## config.mk

```make
export PLATFORM = sky130hd
export DESIGN_NAME = ipd_in_position_detector
export DESIGN_NICKNAME = d
export VERILOG_FILES = /design/src/hw/ipd_pkg.sv /design/src/hw/ipd_in_position_detector.sv
export SDC_FILE = /design/constraint.sdc
export NUM_CORES = 2
export LEC_CHECK = 0
export BUFFER_PORTS_ARGS = -buffer_cell sky130_fd_sc_hd__buf_2
export CORE_MARGIN = 5
export CORE_UTILIZATION = 60
export CTS_CLUSTER_DIAMETER = 60
export DETAILED_ROUTE_END_ITERATION = 10
export HOLD_SLACK_MARGIN = 0.15
export PLACE_DENSITY = 0.92
export SYNTH_ARGS = -nofsm -noshare
export SYNTH_HDL_FRONTEND = slang
export SYNTH_SLANG_ARGS = --single-unit
```

## constraint.sdc

```tcl
create_clock -name sys_clk -period 8.8 [get_ports sys_clk]
set_input_delay 1.76 -clock sys_clk [delete_from_list [all_inputs] [get_ports sys_clk]]
set_output_delay 1.76 -clock sys_clk [all_outputs]
set_load 0.005 [all_outputs]
```

## src/hw/ipd_pkg.sv

```systemverilog
// Operation
// [RL1] Assert settled output when droop magnitude is within window under chosen condition.
// [RL2] Settled output is not latched; it follows droop in and out of window.
// [RL3] Network-command and pulse-bus variants default the window to 25600 pulses.
// [RL4] Analog/pulse-input variant defaults the window to 400 pulses.
// [RL5] Unit select 0 compares in command pulses, 1 in encoder pulses.
// [RL6] Condition 0: settled depends only on droop within window.
// [RL7] Condition 1: also requires command pulse output finished.
// [RL8] Condition 2, network variant only: also requires start signal released.
// [RL9] Host should pick condition 1 when trace control keeps droop near zero.
// [RL10] Host should shrink the window if settled stays on in slow motion.
// [RL11] Unit conversion uses gear ratio on command side, inverse on feedback side.
// [RL12] Droop is signed command minus feedback; window tests its magnitude.
package ipd_pkg;
   localparam int          IPD_POS_W        = 32;
   localparam int          IPD_GEAR_W       = 32;
   localparam int          IPD_WIN_W        = 24;
   localparam int          IPD_VARIANT_G    = 0;
   localparam int          IPD_VARIANT_B    = 1;
   localparam int          IPD_VARIANT_A    = 2;
   localparam int          IPD_WIN_RST_GB   = 25600;
   localparam int          IPD_WIN_RST_A    = 400;
   localparam logic        IPD_UNIT_CMD     = 1'h0;
   localparam logic        IPD_UNIT_ENC     = 1'h1;
   localparam logic [1:0]  IPD_COND_WINDOW  = 2'h0;
   localparam logic [1:0]  IPD_COND_CMD_END = 2'h1;
   localparam logic [1:0]  IPD_COND_START   = 2'h2;
   localparam logic [1:0]  IPD_UNIT_RST     = 2'h0;
   localparam logic [1:0]  IPD_COND_RST     = 2'h0;
endpackage : ipd_pkg

```

## src/hw/ipd_in_position_detector.sv

```systemverilog
`timescale 1ns/1ps
module ipd_in_position_detector
   import ipd_pkg::*;
#(
   parameter int VARIANT = IPD_VARIANT_G,
   parameter int POS_W   = IPD_POS_W,
   parameter int GEAR_W  = IPD_GEAR_W,
   parameter int WIN_W   = IPD_WIN_W
) (
   input  wire logic              sys_clk,
   input  wire logic              rstn,
   // Configuration, taken at an edge where cfg_load is high.
   input  wire logic              cfg_load,
   input  wire logic [WIN_W-1:0]  settle_window_size,
   input  wire logic              window_unit_select,
   input  wire logic [1:0]        settle_condition_select,
   // Electronic gear, read every cycle.
   input  wire logic [GEAR_W-1:0] gear_numerator,
   input  wire logic [GEAR_W-1:0] gear_denominator,
   // Positions and command state from the host controller, sampled every edge.
   input  wire logic [POS_W-1:0]  cmd_position,
   input  wire logic [POS_W-1:0]  fb_position,
   input  wire logic              cmd_output_done,
   input  wire logic              start_signal,
   // Status, every bit straight from a register.
   output logic                   position_settled_flag,
   output logic [POS_W-1:0]       droop_magnitude,
   output logic [WIN_W-1:0]       active_window_size,
   output logic                   active_window_unit,
   output logic [1:0]             active_settle_condition
);

   localparam int PROD_W = POS_W + GEAR_W;

   // Parameter checks run at elaboration, so a bad build stops before time zero.
   if (VARIANT < IPD_VARIANT_G || VARIANT > IPD_VARIANT_A) begin : g_bad_variant
      $error("ipd_in_position_detector: unknown VARIANT");
   end
   // The window register must hold the larger reset value, and the plain
   // compare widens the window to the droop width, so it may not be wider.
   if (WIN_W < 16 || WIN_W > POS_W) begin : g_bad_win_w
      $error("ipd_in_position_detector: WIN_W must hold the window reset value");
   end
   // A droop needs a sign bit next to its magnitude.
   if (POS_W < 2 || GEAR_W < 1) begin : g_bad_width
      $error("ipd_in_position_detector: width too small");
   end

   // Window reset value differs per variant: the analog variant starts with a
   // much smaller window than the other two.
   localparam logic [WIN_W-1:0] WIN_RST = (VARIANT == IPD_VARIANT_A) ?
      WIN_W'(IPD_WIN_RST_A) :  // RL4
      WIN_W'(IPD_WIN_RST_GB);  // RL3

   // Configuration held between load strobes.
   logic [WIN_W-1:0]  win_ff;
   logic              unit_ff;
   logic [1:0]        cond_ff;

   // Pipeline stages.
   logic [POS_W-1:0]  droop_ff;
   logic [POS_W-1:0]  droop_mag_ff;
   logic              settled_ff;

   // Next values.
   logic [POS_W-1:0]  nxt_droop;
   logic [POS_W-1:0]  nxt_mag;
   logic              nxt_settled;
   logic              nxt_unit;
   logic [1:0]        nxt_cond;

   // Window compare in both units.
   logic [PROD_W-1:0] enc_prod;
   logic [PROD_W-1:0] cmd_prod;
   logic              cmd_in_window;
   logic              enc_in_window;
   logic              in_window;

   // Droop, magnitude and settled flag are three register stages, so positions
   // sampled at one edge show on the flag two edges later. The status copies
   // lag the live settings by one edge, which lines them up with the flag that
   // they produced. After reset every stage holds zero droop, so with the reset
   // window the flag rises at the first edge after release; the host should
   // load a window before it trusts the flag.

   // A value of 3 is not defined and falls back to the window-only condition.
   // Condition 2 needs a start signal, which only the network variant has;
   // elsewhere it falls back to 1, the nearest condition that still waits
   // for the end of command output.
   always_comb begin
      nxt_cond = settle_condition_select;
      if (settle_condition_select > IPD_COND_START)
         nxt_cond = IPD_COND_WINDOW;
      else if (settle_condition_select == IPD_COND_START && VARIANT != IPD_VARIANT_G)
         nxt_cond = IPD_COND_CMD_END;
   end

   // The pulse-bus variant has no unit field, so it always compares command pulses.
   always_comb begin
      nxt_unit = window_unit_select;
      if (VARIANT == IPD_VARIANT_B)
         nxt_unit = IPD_UNIT_CMD;
   end

   // Each field is taken at a load strobe and holds until the next one, so the
   // host may change the setting pins freely between strobes.
   always_ff @(posedge sys_clk or negedge rstn) begin
      if (!rstn)
         win_ff <= WIN_RST;  // RL3 RL4
      else if (cfg_load)
         win_ff <= settle_window_size;
   end

   always_ff @(posedge sys_clk or negedge rstn) begin
      if (!rstn)
         unit_ff <= IPD_UNIT_RST[0];
      else if (cfg_load)
         unit_ff <= nxt_unit;  // RL5
   end

   always_ff @(posedge sys_clk or negedge rstn) begin
      if (!rstn)
         cond_ff <= IPD_COND_RST;
      else if (cfg_load)
         cond_ff <= nxt_cond;  // RL6 RL7 RL8
   end

   // Stage one: signed droop, command minus feedback, in command pulses.
   // Registering it first keeps the subtract and the negate out of one path.
   assign nxt_droop = cmd_position - fb_position;  // RL12

   always_ff @(posedge sys_clk or negedge rstn) begin
      if (!rstn)
         droop_ff <= '0;
      else
         droop_ff <= nxt_droop;
   end

   // Stage two: magnitude, so droop of either sign meets the same window. The
   // most negative droop has no positive twin and wraps onto itself; the
   // positions never drift that far apart in service.
   always_comb begin
      nxt_mag = droop_ff[POS_W-1] ? (~droop_ff + POS_W'(1)) : droop_ff;  // RL12
   end

   always_ff @(posedge sys_clk or negedge rstn) begin
      if (!rstn)
         droop_mag_ff <= '0;
      else
         droop_mag_ff <= nxt_mag;
   end

   // For the encoder unit the droop would be scaled by gear_numerator over
   // gear_denominator. Multiplying both sides out instead, |d| * numerator
   // against window * denominator, keeps the compare exact with no divider.
   // PROD_W holds the full product, so no bits are lost. A zero denominator
   // lets only zero droop count as settled; the host must not load one.
   assign enc_prod = PROD_W'(droop_mag_ff) * PROD_W'(gear_numerator);  // RL11
   assign cmd_prod = PROD_W'(win_ff) * PROD_W'(gear_denominator);      // RL11

   // Both compares are formed every cycle and the unit only picks one, so a
   // unit change shows at the next edge without a gap in the flag.
   assign cmd_in_window = (droop_mag_ff <= POS_W'(win_ff));
   assign enc_in_window = (enc_prod <= cmd_prod);

   always_comb begin
      if (unit_ff == IPD_UNIT_ENC)  // RL5
         in_window = enc_in_window;
      else
         in_window = cmd_in_window;
   end

   // Stage three: the flag is recomputed every cycle from the window and the
   // chosen condition; nothing holds it, so overshoot drops it again.
   // Condition 2 never reaches cond_ff on the other variants.
   always_comb begin
      case (cond_ff)
         IPD_COND_WINDOW:  nxt_settled = in_window;                     // RL6
         IPD_COND_CMD_END: nxt_settled = in_window && cmd_output_done;  // RL7
         IPD_COND_START:   nxt_settled = in_window && cmd_output_done
                                         && !start_signal;              // RL8
         default:          nxt_settled = in_window;
      endcase
   end

   always_ff @(posedge sys_clk or negedge rstn) begin
      if (!rstn)
         settled_ff <= 1'h0;
      else
         settled_ff <= nxt_settled;  // RL1 RL2
   end

   // Status copies, one register each, so that every output port comes
   // straight from a flip-flop and lines up with the flag.
   always_ff @(posedge sys_clk or negedge rstn) begin
      if (!rstn)
         droop_magnitude <= '0;
      else
         droop_magnitude <= droop_mag_ff;
   end

   always_ff @(posedge sys_clk or negedge rstn) begin
      if (!rstn)
         active_window_size <= WIN_RST;
      else
         active_window_size <= win_ff;
   end

   always_ff @(posedge sys_clk or negedge rstn) begin
      if (!rstn)
         active_window_unit <= IPD_UNIT_RST[0];
      else
         active_window_unit <= unit_ff;
   end

   always_ff @(posedge sys_clk or negedge rstn) begin
      if (!rstn)
         active_settle_condition <= IPD_COND_RST;
      else
         active_settle_condition <= cond_ff;
   end

   // The flag port is the stage-three register itself, with no logic after it.
   assign position_settled_flag = settled_ff;

endmodule : ipd_in_position_detector

```

**After elaboration in Yosys (flattened, before gate mapping)**

Cells that the tools add are included.

- $add $sub $neg: 2
- Bitwise logic cells: 1
- Equal/unequal tests: 2
- Mux-type cells: 4
- $lt $le $gt $ge: 3
- $mul: 2
- Reductions and logical operators: 3

Operators with widths:

| cell | number |
|---|---|
| $le 64x56->1 | 1 |
| $mul 32x32->64 | 1 |
| $mul 24x32->56 | 1 |
| $add 32x1->32 const B | 1 |
| $le 32x24->1 | 1 |
| $mux 32 | 1 |
| $not 32->32 | 1 |
| $sub 32x32->32 | 1 |
| $eq 2x1->1 const B | 1 |
| $eq 2x2->1 const B | 1 |
| $gt 2x2->1 const B | 1 |
| $logic_and 1x1->1 | 2 |
| $mux 2 | 1 |
| $pmux 1 s2 | 1 |
| $logic_not 1->1 | 1 |
| $mux 1 | 1 |

- Output and inout bits: 60
- Word-level logic and storage cells: 27
- Bits of input ports: 160
- Bits in registers: 151

**Depth between registers and ports, before layout**

- Depth after elaboration: 6
- Gate-level depth with buffers: 42
- Gate-level depth less buffers: 41

**Worst setup path after synthesis**

Ideal clock, no wire load.

- Kind: input to register
- Start: input port gear_numerator[8]
- End: register settled_ff (netlist: position_settled_flag)
- Slack: -1,719 ps
- Arrival time: 10,415 ps
- Library setup time: 104 ps
- Cell stages on the path: 35
- Buffers on the path: 1
- Data required time: 8,696 ps
- Path through: clkbuf_1 nand2_1 fa_1 fa_1 fa_1 fa_1 inv_1 fa_1 fa_1 fa_1 inv_1 fa_1 inv_1 ha_1 nand4_1 or3_1 a311oi_1 o21bai_1 o211a_2 o2111ai_1 nor2b_1 nor2b_1 xnor2_1 ha_1 a21o_1 a21o_1 a21oi_1 nor2b_1 o21ai_0 a21oi_1 or3b_2 a2111oi_0 or3_1 nand4_1 o41ai_2

- Cells in the longest elaborated chain, start to end: 6

Ends and longest elaborated chain:

| item | line | text |
|---|---|---|
| start: declaration | ipd_in_position_detector.sv:18 | `input wire logic [GEAR_W-1:0] gear_numerator,` |
| $mul 32x32->64 * | ipd_in_position_detector.sv:158 | `assign enc_prod = PROD_W'(droop_mag_ff) * PROD_W'(gear_numerator);` |
| $le 64x56->1 * | ipd_in_position_detector.sv:164 | `assign enc_in_window = (enc_prod <= cmd_prod);` |
| $mux 1 * | ipd_in_position_detector.sv:167 | `if (unit_ff == IPD_UNIT_ENC)` |
| $logic_and 1x1->1 | ipd_in_position_detector.sv:179, ipd_in_position_detector.sv:180 |  |
| $logic_and 1x1->1 | ipd_in_position_detector.sv:181 | `&& !start_signal;` |
| $pmux 1 s2 * | ipd_in_position_detector.sv:177 | `case (cond_ff)` |
| named net nxt_settled | ipd_in_position_detector.sv:68 | `logic nxt_settled;` |
| end signal: assignment | ipd_in_position_detector.sv:190 | `settled_ff <= nxt_settled;` |
| end: declaration | ipd_in_position_detector.sv:63 | `logic settled_ff;` |

Mark *: on every way through the listed nets, which the timed path passes. The rest lies on a longest branch.
A chain may end at the register's enable or synchronous reset.

**Worst setup path after layout**

- Start: input port gear_numerator[6]
- End: register settled_ff (netlist: position_settled_flag)

Same word-level chain as after synthesis.

==> flow_summary_export.csv <==
group,metric,value,unit
status,status,"finished with violations",
status,violations,"setup timing",
synth,syn-num-nets,9488,
sta,rsz0062_at_grt,"true",
finish,fin_nets,10100,
setup_path,cp.required,9.17,ns
clocking,path_clk_slew,0.08,ns
setup_path,worstReg2RegStart,"droop_mag_ff[9]",
synth,syn_avg_cell_area,9.08,um^2
setup_path,rrSetupSlack,-0.90,ns
sta,final.period_utilization,120,%
synth,post-synth-top-count-cell,"inv_1",
sta,worst_slew_pin_slew,1.14,ns
die,io_pins,220,
setup_path,end_kind,"flip-flop",
sta,slew_headroom,23.7,%
global_route,grt_max_degree,79,
die,initial_core_util,60.3,%
routing,num_vias,55400,
setup_path,crit_path_frequent_cell,"fa_2",
sta,fin_skew,0.0295,ns
global_route,track_usage,36.2,%
clocking,root_buffer,"clkbuf_16",
clocking,cts_sinks,151,
setup_path,arrival,10.92,ns
finish,stdcell_count,9270,
setup_path,path_delay_family,"adder cells",
run,max-cap-violations,0,
setup_path,start_kind,"primary input",
die,dieArea,0.116,mm^2
setup_path,cp_slowest_cell,"fa_2",
synth,synth.area.top_cells,"fa_1, ha_1, inv_1",
clocking,cts.hold.buffers_added,0,
min_path,hold_path_class,"flip-flop to flip-flop",
sta,whs,0.414,ns
synth,synthCells,7214,
global_route,grt_pass1_wl,328000,um
routing,drt-total-wl,210000,um
clocking,htreeDepth,4,
finish,area_growth,13.7,%
synth,ys_types,74,
sta,setup_viol,1,
synth,synth_top_family_by_area,"adder cells",
place,dp.cells,9206,
place,dp_hpwl,171000,um
synth,ys_top_cells_by_count,"inv_1, fa_1, nand2_1",
synth,synth_top_area_share,47.5,%
routing,dr.pass1.iters,7,
synth,synth-seq-area-share,5.78,%
synth,synth_edf_count,0,
finish,n_fill_cell,7112,
die,num_rows,121,
clocking,clk_latency,0.50,ns
setup_path,worst-path-buf-inv,7,
synth,ys_ff_latch,151,
finish,fin_area,0.0745,mm^2
clocking,clockBufferDepth,2,
sta,hold_viol,0,
sta,fin_ws,-1.75,ns
setup_path,cp_max_fo,13,
synth,synthMuxAreaShare,0.0668,%
place,place_area,0.0732,mm^2
min_path,whs_path_depth,0,
setup_path,r2r_end,"position_settled_flag",
place,io_buffer_count,219,
min_path,min_to,"active_settle_condition[1]",
global_route,grt_pass1_vias,62200,
routing,drcViolationCount,0,
routing,first_iter_violations,5687,
setup_path,worstSetupPathType,"primary input to flip-flop",
synth,ys.warnings.count,0,
synth,yosys.area.top_type,"fa_1",
setup_path,r2r_cells,35,
synth,yosys.area_share.simple,16.7,%
synth,synth_compound_area_share,5.49,%
sta,slew_viol_final,0,
clocking,cts_tree,"built",
setup_path,cpPeakStageDelay,0.62,ns
place,place_congestion,0.977,
synth,synthArstFlopShare,100,%
synth,synthXorXnorAreaFrac,2.26,%
finish,drive_gt1_share,14.4,%
min_path,hold_start,"cond_ff[1]",
global_route,grt_overflow_total,0,
synth,synth_ff_type,"dfrtp_1",
routing,via_per_inst,5.97,
synth,syn_area,0.0655,mm^2
global_route,antenna_found_initial,18,
sta,fmax,94.7,MHz
die,fp.dieH,340,um
sta,fin_crit,10.55,ns
die,fp.dieW,340,um
routing,wire_per_inst,22.7,um
routing,ant_nets,0,
synth,synth_fa_ha_area_share,58.2,%
die,core_area,0.109,mm^2
clocking,numCtsBuffers,17,
[repair_timing]
action                                  4_1_cts  5_1_grt
pin swaps                                    22       54
endpoints found under the setup margin        1        1
buffers inserted                              6        8
resized for setup                            47       95
[worst register-to-register path: cells and delay by family, from the launching register on]
kind	cells	cell delay [ns]
AO/OA/AOI/OAI	12	2.65
XOR/XNOR	1	0.09
adder cells (fa/ha/maj)	10	4.56
buffers and inverters	7	0.93
flip-flops	1	0.41
AND/OR/NAND/NOR	5	0.94
[flip-flops by register name, summed over array words and instances, names as in the netlist]
signal                   cells
win_ff                      24
unit_ff                      1
droop_mag_ff                32
droop_ff                    32
droop_magnitude             32
active_settle_condition      2
active_window_unit           1
cond_ff                      2
position_settled_flag        1
active_window_size          24
[kinds of logic after synthesis]
group / Yosys count
simple gates: 2217
fa+ha+maj: 2114
buf+inv: 2007
compound gates: 552
xor+xnor: 169
flops: 151
mux: 4
[cell usage in the layout (no fill, tap or decap), types with 15 or more instances in the layout]
cell type	count
and2_1	849
fa_1	1528
o21bai_1	17
nand2_1	1056
nor2b_1	22
nand3_1	28
diode_2	18
xor2_1	53
xnor2_1	113
and3_1	20
inv_1	1640
o21ai_1	17
fa_2	27
dfrtp_1	145
nor3_1	18
nand2b_1	23
buf_6	15
buf_4	680
o21a_1	21
a21oi_1	143
ha_1	543
clkbuf_16	17
nand4_1	42
nor2_1	96
buf_2	198
a21o_1	123
buf_12	49
o21ai_0	96
[area by class of cell]
| cell class | instances | area (um^2) | share of cell area [%] |
|---|---|---|---|
| Antenna cell | 18 | 45.0 | 0.0605 |
| Clock buffer | 18 | 429 | 0.576 |
| Clock inverter | 14 | 119 | 0.160 |
| Inverter | 1645 | 6170 | 8.29 |
| Multi-Input combinational cell | 5056 | 54800 | 73.6 |
| Sequential cell | 151 | 3790 | 5.08 |
| Tap cell | 1414 | 1770 | 2.38 |
| Timing Repair Buffer | 954 | 7340 | 9.86 |
[layer usage]
metal  track usage (%)  part of all wire [%]  vias to the layer above  wire, um
met3              10.8                    12                     1587     25500
met2              58.5                    46                     4216     97300
met5             0.292                  0.12                        -       245
met1              40.0                    31                    27100     65300
met4              28.3                    10                       12     21600
li1                  -                     -                    22500         -
[worst max path at each step]
| stage | from | to | slack (ns) | cells past startpoint |
|---|---|---|---|---|
| after floorplan | gear_numerator[7] | position_settled_flag | -1.30 | 37 |
| after global placement | gear_numerator[2] | position_settled_flag | -2.14 | 38 |
| after detailed placement | gear_numerator[2] | position_settled_flag | -2.28 | 38 |
| after CTS | gear_numerator[2] | position_settled_flag | -1.41 | 35 |
| after global routing | gear_numerator[2] | position_settled_flag | -2.07 | 36 |
| final | gear_numerator[6] | position_settled_flag | -1.75 | 35 |
[metrics by stage]
step	setup TNS, ns	util [%]	setup WS (ns)
2_1_floorplan	-1.30	-	-1.30
3_3_place_gp	-2.14	67.3	-2.14
3_5_place_dp	-2.28	67.3	-2.28
4_1_cts	-1.41	68.1	-1.41
5_1_grt	-2.07	68.5	-2.07
6_report	-1.75	68.5	-1.75
Power is left out: the tool's default activity adds up to more than one toggle a clock period on the data nets, which glitch-free logic cannot reach.
